`config.mk`:
```
export PLATFORM = sky130hd
export DESIGN_NAME = ufs_status_shadow
export DESIGN_NICKNAME = d
export VERILOG_FILES = /design/src/ufs_pkg.sv /design/src/ufs_fifo_level.sv /design/src/ufs_reset_sync.sv /design/src/ufs_status_shadow.sv
export SDC_FILE = /design/constraint.sdc
export NUM_CORES = 1
export LEC_CHECK = 0
export ABC_CLOCK_PERIOD_IN_PS = 3200
export BUFFER_PORTS_ARGS = -buffer_cell sky130_fd_sc_hd__buf_2
export CORE_UTILIZATION = 34
export DETAILED_ROUTE_END_ITERATION = 8
export PLACE_DENSITY = 0.7
export SLEW_MARGIN = 30
export SYNTH_ARGS = -nofsm -noshare
export SYNTH_HDL_FRONTEND = slang
export SYNTH_SLANG_ARGS = --single-unit
```
`constraint.sdc`:
```
create_clock -name mclk -period 3.2 [get_ports mclk]
set_input_delay 0.64 -clock mclk [delete_from_list [all_inputs] [get_ports mclk]]
set_output_delay 0.64 -clock mclk [all_outputs]
set_load 0.005 [all_outputs]
```
`src/ufs_pkg.sv`:
```
// Package: constants and carriers for the FIFO status and shadow block
package ufs_pkg;

   // FIFO geometry
   localparam int FIFO_DEPTH = 16; // Entries in each FIFO
   localparam int CNT_W = 5; // Holds 0..FIFO_DEPTH
   localparam int REG_W = 16; // Register data width
   localparam int THR_W = 5; // Receive threshold width

   // Register byte addresses
   localparam logic [31:0] ADDR_FIFO_STATUS = 32'h5000107C;
   localparam logic [31:0] ADDR_TX_FILL = 32'h50001080;
   localparam logic [31:0] ADDR_RX_FILL = 32'h50001084;
   localparam logic [31:0] ADDR_SOFT_RESET = 32'h50001088;
   localparam logic [31:0] ADDR_SHADOW_RTS = 32'h5000108C;
   localparam logic [31:0] ADDR_EVENT_STATUS = 32'h500010F0;
   localparam logic [31:0] ADDR_EVENT_MASK = 32'h500010F4;

   // Fifo status field positions
   localparam int RX_FULL_BIT = 4;
   localparam int RX_NONEMPTY_BIT = 3;
   localparam int TX_EMPTY_BIT = 2;
   localparam int TX_SPACE_BIT = 1;

   // Software reset strobe positions
   localparam int TX_FLUSH_BIT = 2;
   localparam int RX_FLUSH_BIT = 1;
   localparam int CTRL_RESET_BIT = 0;

   // Shadow request-to-send position
   localparam int SHADOW_RTS_BIT = 0;

   // Event status and mask positions
   localparam int EVT_RX_FULL = 0;
   localparam int EVT_TX_EMPTY = 1;
   localparam int EVT_RTS_THROTTLE = 2;
   localparam int EVT_W = 3;

   // Reset values
   localparam logic [REG_W-1:0] FIFO_STATUS_RST = 16'h0006;
   localparam logic [CNT_W-1:0] FILL_RST = 5'h00;
   localparam logic SHADOW_RTS_RST = 1'b0;
   localparam logic [EVT_W-1:0] EVT_RST = 3'h0;

   // Controller reset stretch stages
   localparam int UR_SYNC_STAGES = 2;

   // Fill state of one FIFO
   typedef struct packed {
      logic [CNT_W-1:0] count;
      logic full;
      logic empty;
   } ufs_lvl_s;

   // Movement requests into one FIFO tracker
   typedef struct packed {
      logic push;
      logic pop;
      logic flush;
   } ufs_move_s;

endpackage : ufs_pkg

```
`src/ufs_fifo_level.sv`:
```
// Module: fill counter and full/empty flags of one FIFO
`timescale 1ns/100ps
`default_nettype none
module ufs_fifo_level (
   input wire logic mclk,
   input wire logic reset_n,
   input wire ufs_pkg::ufs_move_s move,
   output ufs_pkg::ufs_lvl_s lvl
);

   logic [ufs_pkg::CNT_W-1:0] count_q; // Entries held
   logic [ufs_pkg::CNT_W-1:0] count_d; // Next entry count
   logic full_q; // Registered full flag
   logic empty_q; // Registered empty flag
   wire pushOk; // Push into free space
   wire popOk; // Pop from held data

   // Push on full and pop on empty are dropped, as the storage does
   assign pushOk = move.push & ~full_q;
   assign popOk = move.pop & ~empty_q;

   // Flush wins over any movement in the same cycle
   always_comb begin
      count_d = count_q;
      if (move.flush) begin
         count_d = ufs_pkg::FILL_RST;
      end else if (pushOk & ~popOk) begin
         count_d = count_q + 5'h01;
      end else if (popOk & ~pushOk) begin
         count_d = count_q - 5'h01;
      end
   end

   // Flags come from the next count, so they track it with no lag
   always_ff @(posedge mclk) begin
      if (!reset_n) begin
         count_q <= ufs_pkg::FILL_RST;
         full_q <= 1'b0;
         empty_q <= 1'b1;
      end else begin
         count_q <= count_d;
         full_q <= (count_d == ufs_pkg::CNT_W'(ufs_pkg::FIFO_DEPTH));
         empty_q <= (count_d == ufs_pkg::FILL_RST);
      end
   end

   assign lvl = '{count: count_q, full: full_q, empty: empty_q};

endmodule : ufs_fifo_level
`default_nettype wire

```
`src/ufs_reset_sync.sv`:
```
// Module: controller reset, asserted at once and released on the clock
`timescale 1ns/100ps
`default_nettype none
module ufs_reset_sync (
   input wire logic mclk,
   input wire logic reset_n,
   input wire logic assertReq,
   output logic ctrlReset_n
);

   logic [ufs_pkg::UR_SYNC_STAGES-1:0] stage_q; // Release shift chain

   // Request clears the chain without waiting for an edge; ones walk
   // in afterwards, so release always lands on a clock edge
   always_ff @(posedge mclk or posedge assertReq) begin
      if (assertReq) begin
         stage_q <= '0;
      end else if (!reset_n) begin
         stage_q <= '0;
      end else begin
         stage_q <= {stage_q[ufs_pkg::UR_SYNC_STAGES-2:0], 1'b1};
      end
   end

   assign ctrlReset_n = stage_q[ufs_pkg::UR_SYNC_STAGES-1];

endmodule : ufs_reset_sync
`default_nettype wire

```
`src/ufs_status_shadow.sv`:
```
// Module: FIFO status, fill levels, reset strobes and shadow RTS
`timescale 1ns/100ps
`default_nettype none

// Function
// Status bit 4 shows receive FIFO full
// Status bit 3 shows receive FIFO not empty
// Status bit 2 shows transmit FIFO empty
// Status bit 1 shows transmit FIFO space
// Transmit fill count readable, resets zero
// Receive fill count readable, resets zero
// Strobe bit 2 flushes transmit FIFO
// Strobe bit 1 flushes receive FIFO
// Strobes act like FIFO control flushes
// Strobe bit 0 resets whole controller
// Shadow RTS mirrors modem control RTS
// RTS output low while RTS set
// Auto flow forces RTS high above threshold; the code does so only while fifoEnable is also set
// Loopback holds RTS high, loops value back
// Modem sees low RTS as ready
// FIFO enable clear flushes both FIFOs
// Write-only and reserved bits read zero
module ufs_status_shadow (
   input wire logic mclk,
   input wire logic reset_n,
   // APB slave
   input wire logic psel,
   input wire logic penable,
   input wire logic pwrite,
   input wire logic [31:0] paddr,
   input wire logic [31:0] pwdata,
   output logic [31:0] prdata,
   output logic pready,
   output logic pslverr,
   // FIFO movement from the shifters and the data registers
   input wire logic txPush,
   input wire logic txPop,
   input wire logic rxPush,
   input wire logic rxPop,
   // Fifo control and modem control state held elsewhere
   input wire logic fifoEnable,
   input wire logic fifoCtrlTxFlush,
   input wire logic fifoCtrlRxFlush,
   input wire logic [ufs_pkg::THR_W-1:0] rxThreshold,
   input wire logic modemCtrlWrite,
   input wire logic modemCtrlRts,
   input wire logic autoFlowEnable,
   input wire logic loopbackEnable,
   // Outputs
   output logic txFifoFlush,
   output logic rxFifoFlush,
   output logic ctrlReset_n,
   output logic shadowRts,
   output logic loopRts,
   output logic rts_n,
   output logic irq
);

   // Bus handshake state
   logic pready_q; // Access completes on this cycle
   logic [31:0] prdata_q; // Registered read data
   logic pslverr_q; // Registered error answer

   // Control state
   logic rtsBit_q; // Shared request-to-send bit
   logic rtsBit_d; // Its next value
   logic rts_n_q; // Pin driver
   logic loopRts_q; // Loopback copy to the modem input
   logic txFlush_q; // Transmit flush pulse out
   logic rxFlush_q; // Receive flush pulse out
   logic urReq_q; // Controller reset request pulse
   logic fifoEnPrev_q; // Previous FIFO enable, for its fall
   logic rxFullPrev_q; // Previous receive full flag
   logic txEmptyPrev_q; // Previous transmit empty flag
   logic throttlePrev_q; // Previous flow throttle state

   // Event status and mask
   logic [ufs_pkg::EVT_W-1:0] evtStatus_q; // Sticky event bits
   logic [ufs_pkg::EVT_W-1:0] evtStatus_d; // Their next value
   logic [ufs_pkg::EVT_W-1:0] evtMask_q; // Enable per event
   logic [ufs_pkg::EVT_W-1:0] evtMask_d; // Its next value
   logic irq_q; // Interrupt level

   // FIFO fill carriers
   ufs_pkg::ufs_lvl_s txLvl; // Transmit fill state
   ufs_pkg::ufs_lvl_s rxLvl; // Receive fill state
   ufs_pkg::ufs_move_s txMove; // Transmit movement
   ufs_pkg::ufs_move_s rxMove; // Receive movement

   // Bus decode
   wire setupPhase; // First cycle of an access
   wire accessDone; // Access that completes this edge
   wire wrDone; // Write that takes effect this edge
   wire selStatus; // Fifo status selected
   wire selTxFill; // Transmit fill selected
   wire selRxFill; // Receive fill selected
   wire selSoftRst; // Reset strobes selected
   wire selShadowRts; // Shadow RTS selected
   wire selEvtStatus; // Event status selected
   wire selEvtMask; // Event mask selected
   wire addrHit; // Any mapped address
   logic [31:0] rdMux; // Read data for the decoded register
   logic [ufs_pkg::REG_W-1:0] statusWord; // Fifo status image

   // Flush and flow decisions
   wire swTxFlush; // Software transmit flush strobe
   wire swRxFlush; // Software receive flush strobe
   wire swCtrlReset; // Software controller reset strobe
   wire fifoEnFall; // FIFO enable cleared after being set
   wire localClear; // Controller reset seen by this block
   wire rxAbove; // Receive fill past the trigger level
   wire throttle; // Auto flow holds the modem off
   wire rtsDrive; // RTS asserted towards the modem
   wire [ufs_pkg::EVT_W-1:0] evtSet; // Events raised this cycle
   wire [ufs_pkg::EVT_W-1:0] evtClr; // Write-one-to-clear mask

   // One wait state per access: pready rises in the second access
   // cycle, which leaves a whole cycle for the registered read mux
   assign setupPhase = psel & ~penable;
   assign accessDone = psel & penable & pready_q;
   assign wrDone = accessDone & pwrite;

   // Full byte address compare; unmapped space answers with an error
   assign selStatus = (paddr == ufs_pkg::ADDR_FIFO_STATUS);
   assign selTxFill = (paddr == ufs_pkg::ADDR_TX_FILL);
   assign selRxFill = (paddr == ufs_pkg::ADDR_RX_FILL);
   assign selSoftRst = (paddr == ufs_pkg::ADDR_SOFT_RESET);
   assign selShadowRts = (paddr == ufs_pkg::ADDR_SHADOW_RTS);
   assign selEvtStatus = (paddr == ufs_pkg::ADDR_EVENT_STATUS);
   assign selEvtMask = (paddr == ufs_pkg::ADDR_EVENT_MASK);
   assign addrHit = selStatus | selTxFill | selRxFill | selSoftRst |
      selShadowRts | selEvtStatus | selEvtMask;

   // Fifo status image, reserved bits zero
   always_comb begin
      statusWord = '0;
      statusWord[ufs_pkg::RX_FULL_BIT] = rxLvl.full;
      statusWord[ufs_pkg::RX_NONEMPTY_BIT] = ~rxLvl.empty;
      statusWord[ufs_pkg::TX_EMPTY_BIT] = txLvl.empty;
      statusWord[ufs_pkg::TX_SPACE_BIT] = ~txLvl.full;
   end

   // Read mux; the strobe register is write-only and reads zero
   always_comb begin
      rdMux = 32'h00000000;
      if (selStatus) begin
         rdMux = {16'h0000, statusWord};
      end else if (selTxFill) begin
         rdMux = 32'(txLvl.count);
      end else if (selRxFill) begin
         rdMux = 32'(rxLvl.count);
      end else if (selShadowRts) begin
         rdMux = 32'(rtsBit_q);
      end else if (selEvtStatus) begin
         rdMux = 32'(evtStatus_q);
      end else if (selEvtMask) begin
         rdMux = 32'(evtMask_q);
      end
      // Strobe register and unmapped space fall through as zero
   end

   // Bus answer registers
   // Data and error stand with pready
   always_ff @(posedge mclk) begin
      if (!reset_n) begin
         pready_q <= 1'b0;
         prdata_q <= 32'h00000000;
         pslverr_q <= 1'b0;
      end else begin
         // Raise pready one cycle into the access, drop after it
         pready_q <= psel & penable & ~pready_q;
         if (psel & penable & ~pready_q) begin
            prdata_q <= pwrite ? 32'h00000000 : rdMux;
            pslverr_q <= ~addrHit;
         end else if (setupPhase | accessDone) begin
            prdata_q <= 32'h00000000;
            pslverr_q <= 1'b0;
         end
      end
   end

   // Software strobes are decoded only on the completing edge
   // Strobes are never stored
   assign swTxFlush = wrDone & selSoftRst &
      pwdata[ufs_pkg::TX_FLUSH_BIT];
   assign swRxFlush = wrDone & selSoftRst &
      pwdata[ufs_pkg::RX_FLUSH_BIT];
   assign swCtrlReset = wrDone & selSoftRst &
      pwdata[ufs_pkg::CTRL_RESET_BIT];

   // Dropping the FIFO enable empties both FIFOs
   // Prev resets low: no false fall
   assign fifoEnFall = fifoEnPrev_q & ~fifoEnable;

   // The controller reset also clears this block's own FIFO view
   // The shared RTS bit clears too; other registers keep their value
   assign localClear = ~ctrlReset_n;

   // Same flush path as the fifo control bits, so they are alike
   assign txMove = '{push: txPush, pop: txPop,
      flush: swTxFlush | fifoCtrlTxFlush | fifoEnFall |
      localClear};
   assign rxMove = '{push: rxPush, pop: rxPop,
      flush: swRxFlush | fifoCtrlRxFlush | fifoEnFall |
      localClear};

   // Transmit FIFO fill tracker
   ufs_fifo_level txLevel (
      .mclk(mclk),
      .reset_n(reset_n),
      .move(txMove),
      .lvl(txLvl)
   );

   // Receive FIFO fill tracker
   ufs_fifo_level rxLevel (
      .mclk(mclk),
      .reset_n(reset_n),
      .move(rxMove),
      .lvl(rxLvl)
   );

   // Controller reset: asserted without the clock, released on it
   ufs_reset_sync ctrlReset (
      .mclk(mclk),
      .reset_n(reset_n),
      .assertReq(urReq_q),
      .ctrlReset_n(ctrlReset_n)
   );

   // Shared RTS bit: bus write wins a tie with a modem control write,
   // since software issued it last from its point of view
   always_comb begin
      rtsBit_d = rtsBit_q;
      if (localClear) begin
         rtsBit_d = ufs_pkg::SHADOW_RTS_RST;
      end else if (wrDone & selShadowRts) begin
         rtsBit_d = pwdata[ufs_pkg::SHADOW_RTS_BIT];
      end else if (modemCtrlWrite) begin
         rtsBit_d = modemCtrlRts;
      end
   end

   // Flow control: throttle only with auto flow and FIFOs on
   // Equal to threshold still admits
   assign rxAbove = (rxLvl.count > rxThreshold);
   assign throttle = autoFlowEnable & fifoEnable & rxAbove;
   // Loopback keeps the pin inactive whatever the bit says
   assign rtsDrive = rtsBit_d & ~throttle &
      ~loopbackEnable; // see R12 see R14

   // Event sources and write-one-to-clear mask
   // Levels do not re-arm cleared bits
   assign evtSet[ufs_pkg::EVT_RX_FULL] = rxLvl.full & ~rxFullPrev_q;
   assign evtSet[ufs_pkg::EVT_TX_EMPTY] = txLvl.empty & ~txEmptyPrev_q;
   assign evtSet[ufs_pkg::EVT_RTS_THROTTLE] = throttle & ~throttlePrev_q;
   assign evtClr = (wrDone & selEvtStatus) ?
      pwdata[ufs_pkg::EVT_W-1:0] : '0;

   // A new event beats a clear arriving in the same cycle
   always_comb begin
      evtStatus_d = (evtStatus_q & ~evtClr) | evtSet;
      evtMask_d = evtMask_q;
      if (wrDone & selEvtMask) begin
         evtMask_d = pwdata[ufs_pkg::EVT_W-1:0];
      end
   end

   // Control and pin registers
   // Pin tracks the next shadow bit
   always_ff @(posedge mclk) begin
      if (!reset_n) begin
         rtsBit_q <= ufs_pkg::SHADOW_RTS_RST;
         rts_n_q <= 1'b1;
         loopRts_q <= 1'b0;
         fifoEnPrev_q <= 1'b0;
         throttlePrev_q <= 1'b0;
      end else begin
         rtsBit_q <= rtsBit_d;
         rts_n_q <= ~rtsDrive;
         // Looped value reaches the modem-status input
         loopRts_q <= loopbackEnable & rtsBit_d;
         fifoEnPrev_q <= fifoEnable;
         throttlePrev_q <= throttle;
      end
   end

   // Strobe pulses: a software strobe lasts one cycle, so the bits self-clear
   // Every flush cause gives a pulse
   always_ff @(posedge mclk) begin
      if (!reset_n) begin
         txFlush_q <= 1'b0;
         rxFlush_q <= 1'b0;
         urReq_q <= 1'b0;
      end else begin
         txFlush_q <= txMove.flush;
         rxFlush_q <= rxMove.flush;
         urReq_q <= swCtrlReset;
      end
   end

   // Edge history for the event detectors
   // Reset images match idle FIFOs
   always_ff @(posedge mclk) begin
      if (!reset_n) begin
         rxFullPrev_q <= 1'b0;
         txEmptyPrev_q <= 1'b1;
      end else begin
         rxFullPrev_q <= rxLvl.full;
         txEmptyPrev_q <= txLvl.empty;
      end
   end

   // Event status, mask and interrupt level from next values
   always_ff @(posedge mclk) begin
      if (!reset_n) begin
         evtStatus_q <= ufs_pkg::EVT_RST;
         evtMask_q <= ufs_pkg::EVT_RST;
         irq_q <= 1'b0;
      end else begin
         evtStatus_q <= evtStatus_d;
         evtMask_q <= evtMask_d;
         irq_q <= |(evtStatus_d & evtMask_d);
      end
   end

   // Outputs straight from flip-flops
   // No pin is driven by gates
   assign prdata = prdata_q;
   assign pready = pready_q;
   assign pslverr = pslverr_q;
   assign txFifoFlush = txFlush_q;
   assign rxFifoFlush = rxFlush_q;
   assign shadowRts = rtsBit_q;
   assign loopRts = loopRts_q;
   assign rts_n = rts_n_q;
   assign irq = irq_q;

endmodule : ufs_status_shadow
`default_nettype wire

```
# After elaboration in Yosys (flattened, before gate mapping)
# Index checks and enable logic that the tools add are counted.
# Widths: inputs -> output; s select.
[word_totals]
reg_bits = 67
input_bits = 85
output_inout_bits = 41
word_cells = 129
[classes]
add_sub_neg = 4
n_lt_le_gt_ge = 1
eq_ne = 9
muxes = 23
n_bitwise = 65
n_reduce_logical = 4
[ops]
columns = ["cell", "count"]
rows = [
  ["$eq 32x31->1 const B", 7],
  ["$mux 32", 3],
  ["$mux 5", 9],
  ["$and 1x1->1", 29],
  ["$not 1->1", 19],
  ["$mux 3", 5],
  ["$or 1x1->1", 13],
  ["$add 5x1->5 const B", 2],
  ["$eq 5x5->1 const B", 2],
  ["$logic_not 5->1", 2],
  ["$sub 5x1->5 const B", 2],
  ["$and 3x3->3", 2],
  ["$gt 5x5->1", 1],
  ["$mux 1", 5],
  ["$not 3->3", 1],
  ["$or 3x3->3", 1],
  ["$reduce_or 3->1", 1],
  ["$mux 2", 1],
  ["$reduce_bool 2->1", 1],
]

# Depth between registers and ports, before layout
# Gate-level depths: netlist (run 1).
[depth]
depth_word = 10
depth_mapped = 7
depth_no_buf = 7

# By module
# Synthesis (run 1) repeated with hierarchy kept, for this count alone.
[hier_totals]
cells_unflattened = 315
hier_area_um2 = 2766.4
[modules_own_cells]
columns = ["module", "instances", "cells_per_inst", "area_each_um2", "seq_area_each_um2"]
rows = [
  ["ufs_status_shadow", 1, 195, 1722.9, 480.5],
  ["ufs_fifo_level", 2, 58, 491.7, 140.1],
  ["ufs_reset_sync", 1, 4, 60.1, 50.0],
]

# Worst setup path before layout (run 1)
# Ideal clock, no wire load.
[synth_timing]
path_type = "input-to-reg"
start = "input port paddr[23]"
end = "register irq_q, in the netlist irq"
setup_ps = 122
arrival_time_ps = 2304
t_required_ps = 3078
slack_ps = 775
cell_stages = 5
path_buffers = 0
cell_sequence = "nor4_1 -> nand3_1 -> or4_4 -> mux2_4 -> a221o_1"
[synth_via]
elab_chain_cells = 8
word_cells_on_any_way = 11
cone_classes = "eq/ne: 2; mux: 2; bitwise: 6; reduce/logical: 1"
[synth_rtl]
columns = ["item", "line_no", "text"]
rows = [
  ["from (decl)", "ufs_status_shadow.sv:30", "input wire logic [31:0] paddr,"],
  ["$eq 32x31->1", "ufs_status_shadow.sv:129", "assign selEvtStatus = (paddr == ufs_pkg::ADDR_EVENT_STATUS);"],
  ["$and 1x1->1", "ufs_status_shadow.sv:257", "assign evtClr = (wrDone & selEvtStatus) ?"],
  ["$mux 3", "ufs_status_shadow.sv:257", ""],
  ["$not 3->3", "ufs_status_shadow.sv:262", "evtStatus_d = (evtStatus_q & ~evtClr) | evtSet;"],
  ["$and 3x3->3", "ufs_status_shadow.sv:262", ""],
  ["$or 3x3->3", "ufs_status_shadow.sv:262", ""],
  ["$and 3x3->3 *", "ufs_status_shadow.sv:323", "irq_q <= |(evtStatus_d & evtMask_d);"],
  ["$reduce_or 3->1 *", "ufs_status_shadow.sv:323", ""],
  ["to (signal assigned)", "ufs_status_shadow.sv:323", ""],
  ["to (decl)", "ufs_status_shadow.sv:82", "logic irq_q;"],
]
# Mark *: on every way between the ends. The rest lies on a longest branch, timed or not.
# A chain may end at the register's enable or synchronous reset.

# Worst setup path in the final report (run 1)
# Ends and elaborated chain as after synthesis.

==> results.yml, run 1 <==
synth:
  synth_top_area_share_pct: 31.78
  ys_ff_latch: 40
  synth_edf_count: 0
  synth_common_cells: "dfxtp_1 (38), buf_4 (27), nand2_1 (23)"
  syn_area_sq_mm: 0.002394
  synthMuxAreaShare_pct: 5.280
  syn_area_per_cell_sq_um: 8.768
  synthArstFlopShare_pct: 5.000
  synth_compound_area_share_pct: 15.11
  ys_types: 60
  synthCells: 273
  synthAdderAreaFrac_pct: 4.705
  synth-seq-area-share_pct: 33.87
  synth_top_area_cell: "dfxtp_1"
  yosys_warnings: 0
  synthTopCellsByArea: "dfxtp_1 (32%), buf_4 (8.5%), ha_1 (4.7%)"
  yosysMostFrequentCell: "dfxtp_1"
  synth_xor_area_share_pct: 2.561
  synth-simple-area-share_pct: 26.87
  synth_top_family_by_area: "simple AND/OR/NAND/NOR gates"
  ys.flop_type: "dfxtp_1"
placed_design:
  globalplace.congestion: 0.8416
  dp_hpwl_microns: 4560
  portBuffers: 69
clock_network:
  htreeDepth: 2
  cts_tree: "done"
  clkTransAtPathRegs_ns: 0.07
  clkSinkCount: 40
  cts_root_buffer: "clkbuf_8"
  cts_buffer_depth: 2
  post_cts_resized: 0
  insertion_delay_ns: 0.29
  postCtsHoldBufs: 0
  numCtsBuffers: 5
  postCtsSetupBuffers: 0
die:
  start_util_pct: 35.23
  die_h_microns: 85.91
  die-area_sq_mm: 0.007380
  coreArea_sq_mm: 0.006794
  die_w_microns: 85.91
  rows: 30
  io_pins: 126
outcome:
  status: "complete, no violations"
worst_setup_path:
  crit_slowest_cell: "nor3_1"
  reg2reg_to: "irq"
  start_kind: "input pin"
  cp_cell_sequence: "buf_2 -> nor4_1 -> nand3_1 -> nor3_1 -> a31oi_1 -> a31o_2 -> a221o_1"
  crit_path_max_incr_delay_ns: 0.55
  regToRegSetupSlack_ns: 1.22
  reg2reg_depth: 5
  cp.arrival_ns: 2.59
  cp_top_family: "simple AND/OR/NAND/NOR gates"
  path_max_fanout: 5
  critical_path_class: "in2reg"
  worstSetupEndpointType: "flip-flop"
  worst_r2r_startpoint: "pready"
  crit_buf_inv: 1
  required_ns: 3.37
power:
  seq_power_share_pct: 49.8
  power_mw: 1.021
  switchingPower_mw: 0.2374
  clock_power_share_pct: 39.7
  power_frac_comb_pct: 10.5
  internal_power_mw: 0.7837
  p_sw_share_pct: 23.25
  ir_drop_mv: 0.1867
  p_leak_nw: 1.291
  power.density_mw_per_mm2: 356.9
job:
  cap_viol_max_count: 0
finish:
  fillers: 688
  drive_gt1_share_pct: 26.22
  num_antenna_cells: 0
  area_delta_synth_final_pct: 19.55
  nets: 440
timing:
  setup_violations: 0
  relSlewSlack_pct: 59.16
  finalHoldViolations: 0
  fmax_mhz: 413.9
  fin_setup_tns_ns: 0
  min_period_over_period_pct: 75.49
  slew_viol_final: 0
  tightest_slew_ns: 0.6079
  skew_ns: 0.005627
  fin_crit_ns: 2.416
  rsz0062_at_grt: "false"
global_route:
  grt.total_usage_pct: 15.75
  grt_antenna_before_repair: 0
  grt_max_degree: 24
  grt_pass1_wl_microns: 9252
  grt_pass1_vias: 2023
  overflow: 0
route:
  wl_per_cell_microns: 12.72
  totalWireLength_microns: 5637
  drtIter0Drc: 95
  via_per_inst: 4.795
  postRouteAntennaNets: 0
  drtPass1Iterations: 4
  vias: 2124
  drc: 0
min_path:
  worst_hold_path_type: "reg2async"
## cells by family (layout without fill, tap and decap cells)
family          Yosys count  after routing
compound gates           51             51
xor+xnor                  7              7
fa+ha+maj                 9              9
buf+inv                  46             94
flops                    40             40
mux                      12             12
other cells               1             27
simple gates            107            107
## layer usage
metal	wire, microns	up-vias	track usage, %
li1	-	1074	-
met1	2676	980	20.43
met2	2659	64	27.20
met3	272	6	2.984
met4	29	0	3.182
met5	0	-	0
## power groups by stage
stage	Combinational [mW]	Sequential, mW	Clock, mW
6_report	0.107	0.509	0.405
5_1_grt	0.121	0.509	0.444
4_1_cts	0.107	0.508	0.414
3_5_place_dp	0.107	0.520	0
3_3_place_gp	0.104	0.520	0
2_1_floorplan	0.0750	0.520	0
## through the flow
| step | hold slack [ns] | setup slack (ns) | std cells | utilization [%] | cell area [sq um] |
|---|---|---|---|---|---|
| 3_3_place_gp | 0.02977 | 0.5426 | 435 | 40.48 | 2750 |
| 4_1_cts | 0.03652 | 0.8089 | 443 | 42.12 | 2861 |
| 6_report | 0.03389 | 0.7842 | 443 | 42.12 | 2861 |
| 2_1_floorplan | 0.02295 | 0.7747 | 299 | - | 2491 |
| 5_1_grt | 0.05835 | 0.6159 | 443 | 42.12 | 2861 |
| 3_5_place_dp | 0.03450 | 0.5033 | 435 | 40.48 | 2750 |
## worst max-delay path by stage
stage | start | to | slack [ns] | depth (start not counted)
after floorplan | paddr[23] | irq | 0.77 | 5
after global placement | paddr[23] | irq | 0.54 | 6
after detailed placement | paddr[23] | irq | 0.50 | 6
after CTS | paddr[23] | irq | 0.81 | 6
after global routing | paddr[23] | irq | 0.62 | 7
final | paddr[23] | irq | 0.78 | 7
## worst reg2reg max path, cell delays in order, from the launching register on
cell and delay [ns]:
dfxtp_1 0.34, and4_1 0.31, nand2_1 0.08, or4_4 0.47, mux2_4 0.32, a221o_1 0.35
## registers in the layout, indices dropped and copies added, names as in the netlist, 2 cells and up
| signal | count |
|---|---|
| evtMask_q | 3 |
| txLevel.count_q | 5 |
| prdata | 5 |
| evtStatus_q | 3 |
| ctrlReset.stage_q | 2 |
| rxLevel.count_q | 5 |
## layout make-up
cell class                 instances  area, sq um  area share, %
clock buffer                       5        68.82          2.405
clock inverter                     3        42.54          1.487
inverter                          16        60.06          2.099
multi-input combinational        213         1406          49.15
sequential                        40        810.8          28.33
tap                               96        120.1          4.198
timing repair buffer              70        352.8          12.33
## layout by cell type (no fill, tap or decap), types with 9 or more instances in the layout
master,count
a21oi_1,9
and2_1,11
buf_2,69
conb_1,27
dfxtp_1,38
ha_1,9
inv_1,16
mux2i_1,10
nand2_1,23
nand3_1,11
nor2_1,11
nor2b_1,9
Power figures use the tool's default switching activity.
==> run 2, diff against run 1 <==
--- a/config.mk
+++ b/config.mk
@@ -5,11 +5,11 @@
 export SDC_FILE = /design/constraint.sdc
 export NUM_CORES = 1
 export LEC_CHECK = 0
-export ABC_CLOCK_PERIOD_IN_PS = 3200
+export ABC_CLOCK_PERIOD_IN_PS = 2050
 export BUFFER_PORTS_ARGS = -buffer_cell sky130_fd_sc_hd__buf_2
 export CORE_UTILIZATION = 34
 export DETAILED_ROUTE_END_ITERATION = 8
-export PLACE_DENSITY = 0.7
+export PLACE_DENSITY = 0.73
 export SLEW_MARGIN = 30
 export SYNTH_ARGS = -nofsm -noshare
 export SYNTH_HDL_FRONTEND = slang
==> constraint.sdc (replaced) <==
create_clock -name mclk -period 2.05 [get_ports mclk]
set_input_delay 0.41 -clock mclk [delete_from_list [all_inputs] [get_ports mclk]]
set_output_delay 0.41 -clock mclk [all_outputs]
set_load 0.005 [all_outputs]
==> run 2 against run 1 <==
  * Routed wire length is 0.27% higher
  * Power is 49% higher
  * Setup slack worse by 0.73 ns
  * Largest power group unchanged
  * Highest routed layer unchanged
  * Largest cell class unchanged
  * Core utilization is 2.6 points higher
  * Final area is 6.1% higher
  * Via count is 4.3% higher
  * Critical path type unchanged
==> results.yml, run 2 (same netlist as run 1, synthesis figures left out) <==
global_route:
  overflow: 0
  grt_max_degree: 24
  grt_pass1_wl_microns: 8990
  grt_pass1_vias: 1988
  grt.total_usage_pct: 15.37
  grt_antenna_before_repair: 0
finish:
  seq_area_sq_um: 810.8
  multiInputGateArea_sq_mm: 0.001465
  fillers: 663
  layout_commonest_cell: "buf_2"
  num_antenna_cells: 0
  final_cell_mix: "buf_2 (69), dfxtp_1 (38), conb_1 (27)"
  drive_gt1_share_pct: 30.96
  nets: 458
  stdcell_area_sq_mm: 0.003037
  area_delta_synth_final_pct: 26.87
die:
  rows: 30
  die-area_sq_mm: 0.007380
  die_h_microns: 85.91
  die_w_microns: 85.91
  start_util_pct: 35.23
  coreArea_sq_mm: 0.006794
  io_pins: 126
placed_design:
  portBuffers: 69
  globalplace.congestion: 0.8405
  dp_hpwl_microns: 4606
  place_area_sq_mm: 0.002937
job:
  cap_viol_max_count: 0
clock_network:
  numCtsBuffers: 5
  clkSinkCount: 40
  clkTransAtPathRegs_ns: 0.08
  cts_tree: "done"
  insertion_delay_ns: 0.29
  htreeDepth: 2
  cts_root_buffer: "clkbuf_8"
  cts_buffer_depth: 2
route:
  totalWireLength_microns: 5652
  wl_per_cell_microns: 12.26
  vias: 2215
  drc: 0
  via_per_inst: 4.805
  drtIter0Drc: 107
  postRouteAntennaNets: 0
  drtPass1Iterations: 4
timing:
  slew_viol_final: 0
  min_period_over_period_pct: 97.20
  setup_violations: 0
  finalHoldViolations: 0
  fmax_mhz: 501.9
  fin_crit_ns: 1.993
  skew_ns: 0.004799
  fin_setup_tns_ns: 0
  rsz0062_at_grt: "false"
worst_setup_path:
  worst_r2r_startpoint: "pready"
  regToRegSetupSlack_ns: 0.09
  cp.arrival_ns: 2.18
  start_kind: "input pin"
  reg2reg_to: "irq"
  critical_path_class: "in2reg"
  crit_end: "irq"
  crit_start: "paddr[17]"
  path_max_fanout: 3
  required_ns: 2.23
  worstSetupEndpointType: "flip-flop"
  reg2reg_depth: 6
min_path:
  worst_hold_path_type: "reg2async"
power:
  ir_drop_mv: 0.2540
  power.density_mw_per_mm2: 499.5
  p_leak_nw: 1.383
outcome:
  status: "complete, no violations"
run 2: repair_timing:
action / in CTS / in global routing
setup buffers: 0 / 1
gates resized for setup: 0 / 0
setup endpoints to repair: 0 / 1
hold buffers: 0 / 0
run 2: cell type report:
type	instances	area share [%]
Clock buffer	6	2.719
Clock inverter	2	0.3296
Inverter	16	1.978
Multi-Input combinational cell	213	48.25
Sequential cell	40	26.70
Tap cell	96	3.955
Timing Repair Buffer	88	16.07
run 2: metal layers:
| metal | wire [microns] | up-vias | GRT usage [%] |
|---|---|---|---|
| met3 | 380 | 8 | 3.272 |
| li1 | - | 1113 | - |
| met2 | 2704 | 87 | 26.33 |
| met5 | 0 | - | 0 |
| met4 | 50 | 0 | 3.636 |
| met1 | 2517 | 1007 | 19.68 |
run 2: worst min-delay path by stage:
stage,from,endpoint,slack (ns),cells past startpoint
after floorplan,urReq_q,ctrlReset.stage_q[0],0.02,1
after global placement,urReq_q,ctrlReset.stage_q[0],0.03,1
after detailed placement,urReq_q,ctrlReset.stage_q[1],0.04,1
after CTS,urReq_q,ctrlReset.stage_q[1],0.04,1
after global routing,urReq_q,ctrlReset.stage_q[1],0.05,1
final,urReq_q,ctrlReset.stage_q[1],0.04,1
run 2: metrics by stage:
step                      total power [mW]  utilization [%]  setup WS [ns]  hold WS [ns]  instances
after floorplan                     0.9325                -       -0.05214       0.02295        299
after global placement              0.9943            43.22        -0.2565       0.02927        452
after detailed placement            0.9986            43.22        -0.2703       0.03619        452
after CTS                            1.525            44.59        0.04275       0.04320        460
after global routing                 1.590            44.70        0.03674       0.05426        461
final                                1.517            44.70        0.05745       0.03814        461
run 2: critical path: stages:
cell and delay [ns]:
buf_2 0.12, nor4_4 0.30, nand4_2 0.15, or4_4 0.55
mux2i_1 0.19, and2b_1 0.20, a221o_1 0.25
run 2: power by group:
group,internal (mW),switching (mW),total (mW)
logic,0.0887,0.0998,0.188
clock network,0.268,0.267,0.535
registers,0.788,0.00570,0.793
==> run 3, diff against run 2 <==
--- a/config.mk
+++ b/config.mk
@@ -6,10 +6,10 @@
 export NUM_CORES = 1
 export LEC_CHECK = 0
 export ABC_CLOCK_PERIOD_IN_PS = 2050
-export BUFFER_PORTS_ARGS = -buffer_cell sky130_fd_sc_hd__buf_2
-export CORE_UTILIZATION = 34
+export CORE_UTILIZATION = 25
 export DETAILED_ROUTE_END_ITERATION = 8
-export PLACE_DENSITY = 0.73
+export DONT_BUFFER_PORTS = 1
+export PLACE_DENSITY = 0.47
 export SLEW_MARGIN = 30
 export SYNTH_ARGS = -nofsm -noshare
 export SYNTH_HDL_FRONTEND = slang
==> run 3 against run 2 <==
  * Non-clock buffer count fell by 75
  * Register-to-register slack barely moved
  * Final area fell by 10%
  * Global-route usage fell by 3.0 points
  * Routed wire length rose by 3.1%
  * Clock power rose by 32%
  * Cell count fell by 9.1%
  * Fmax rose by 1.3%
  * Die area rose by 35%
  * Critical endpoint unchanged
==> results.yml, run 3 (same netlist as run 1, synthesis figures left out) <==
route:
  drc: 0
  drtPass1Iterations: 4
  via_per_inst: 4.580
  totalWireLength_microns: 5826
  postRouteAntennaNets: 0
  vias: 1919
  wl_per_cell_microns: 13.90
  drtIter0Drc: 58
clock_network:
  cts_tree: "done"
  postCtsSetupBuffers: 0
  insertion_delay_ns: 0.29
  cts_buffer_depth: 2
  clkSinkCount: 40
  cts_root_buffer: "clkbuf_8"
  htreeDepth: 2
  postCtsHoldBufs: 0
  post_cts_resized: 0
  numCtsBuffers: 5
  clkTransAtPathRegs_ns: 0.07
placed_design:
  portBuffers: 0
  place_area_sq_mm: 0.002595
  globalplace.congestion: 0.7454
  dp_hpwl_microns: 4801
  dp_cells: 411
worst_setup_path:
  path_max_fanout: 3
  crit_start: "pready"
  required_ns: 2.23
  reg2reg_depth: 6
  critical_path_class: "reg2reg"
  worst_r2r_startpoint: "pready"
  reg2reg_to: "irq"
  regToRegSetupSlack_ns: 0.08
  worstSetupEndpointType: "flip-flop"
  start_kind: "flip-flop"
  cp.arrival_ns: 2.14
  crit_end: "irq"
timing:
  tightest_slew_ns: 0.5176
  fin_crit_ns: 1.967
  slew_viol_final: 0
  fin_setup_tns_ns: 0
  finalHoldViolations: 0
  rsz0062_at_grt: "false"
  skew_ns: 0.005455
  setup_violations: 0
  min_period_over_period_pct: 95.94
  fmax_mhz: 508.4
  relSlewSlack_pct: 65.42
die:
  coreArea_sq_mm: 0.009240
  die_h_microns: 99.85
  die-area_sq_mm: 0.009969
  die_w_microns: 99.85
  start_util_pct: 25.90
  io_pins: 126
  rows: 35
finish:
  num_antenna_cells: 0
  nets: 383
  drive_gt1_share_pct: 13.10
  layoutNonFillerInstCount: 419
  final_cell_mix: "dfxtp_1 (38), conb_1 (27), nand2_1 (23)"
  area_delta_synth_final_pct: 13.70
  fillers: 993
  layout_commonest_cell: "dfxtp_1"
  stdcell_area_sq_mm: 0.002721
power:
  power_frac_comb_pct: 5.9
  ir_drop_mv: 0.2374
  p_sw_share_pct: 20.92
  clock_power_share_pct: 44.2
  p_leak_nw: 1.084
  power.density_mw_per_mm2: 585.1
  switchingPower_mw: 0.3331
  internal_power_mw: 1.259
  seq_power_share_pct: 49.9
global_route:
  overflow: 0
  grt_antenna_before_repair: 0
  grt.total_usage_pct: 12.36
  grt_pass1_wl_microns: 9591
  grt_max_degree: 24
  grt_pass1_vias: 1911
min_path:
  worst_hold_path_type: "reg2async"
job:
  cap_viol_max_count: 0
outcome:
  status: "complete, no violations"
## run 3: how the worst min path moves through the flow
stage	start	to	slack, ns
finish	urReq_q	ctrlReset.stage_q[1]	0.03
global placement	urReq_q	ctrlReset.stage_q[0]	0.03
global route	urReq_q	ctrlReset.stage_q[0]	0.04
CTS	urReq_q	ctrlReset.stage_q[0]	0.04
floorplan	urReq_q	ctrlReset.stage_q[0]	0.02
detailed placement	urReq_q	ctrlReset.stage_q[0]	0.03
## run 3: area by class of cell
cell class | count | area [sq um] | share of cell area, %
inverters | 16 | 60.06 | 2.207
clock inverters | 1 | 30.03 | 1.103
repair buffers | 13 | 97.59 | 3.586
multi-input cells | 213 | 1465 | 53.84
clock buffers | 7 | 96.34 | 3.540
well taps | 129 | 161.4 | 5.931
flip-flops and latches | 40 | 810.8 | 29.79
## run 3: worst max-delay path, stage by stage (launching register included)
cell and delay (ns):
dfxtp_1 0.33, and4_1 0.23, nand2_1 0.07, or4_4 0.58
mux2i_1 0.19, and2b_1 0.20, a221o_1 0.27
## run 3: through the flow
step	hold WS, ns	total power [mW]	utilization (%)	setup slack [ns]
after floorplan	0.02295	0.9325	-	-0.05214
after global placement	0.03036	0.9056	28.08	-0.1874
after detailed placement	0.02851	0.9065	28.08	-0.1950
after CTS	0.03599	1.621	29.45	0.07713
after global routing	0.04192	1.664	29.45	0.005593
final	0.03344	1.592	29.45	0.08322
## run 3: power groups by stage
stage	Sequential [mW]	Clock, mW	Combinational [mW]
after global routing	0.796	0.760	0.108
after global placement	0.814	0	0.0921
after detailed placement	0.813	0	0.0934
after floorplan	0.811	0	0.121
after CTS	0.795	0.732	0.0937
final	0.795	0.704	0.0938
## run 3: metal layers
| metal | track usage, % | share of wire, % | vias up |
|---|---|---|---|
| met5 | 0 | 0 | - |
| met4 | 2.036 | 0.72 | 0 |
| met3 | 4.457 | 6.4 | 4 |
| met2 | 20.37 | 46 | 59 |
| met1 | 15.70 | 46 | 900 |
| li1 | - | - | 956 |
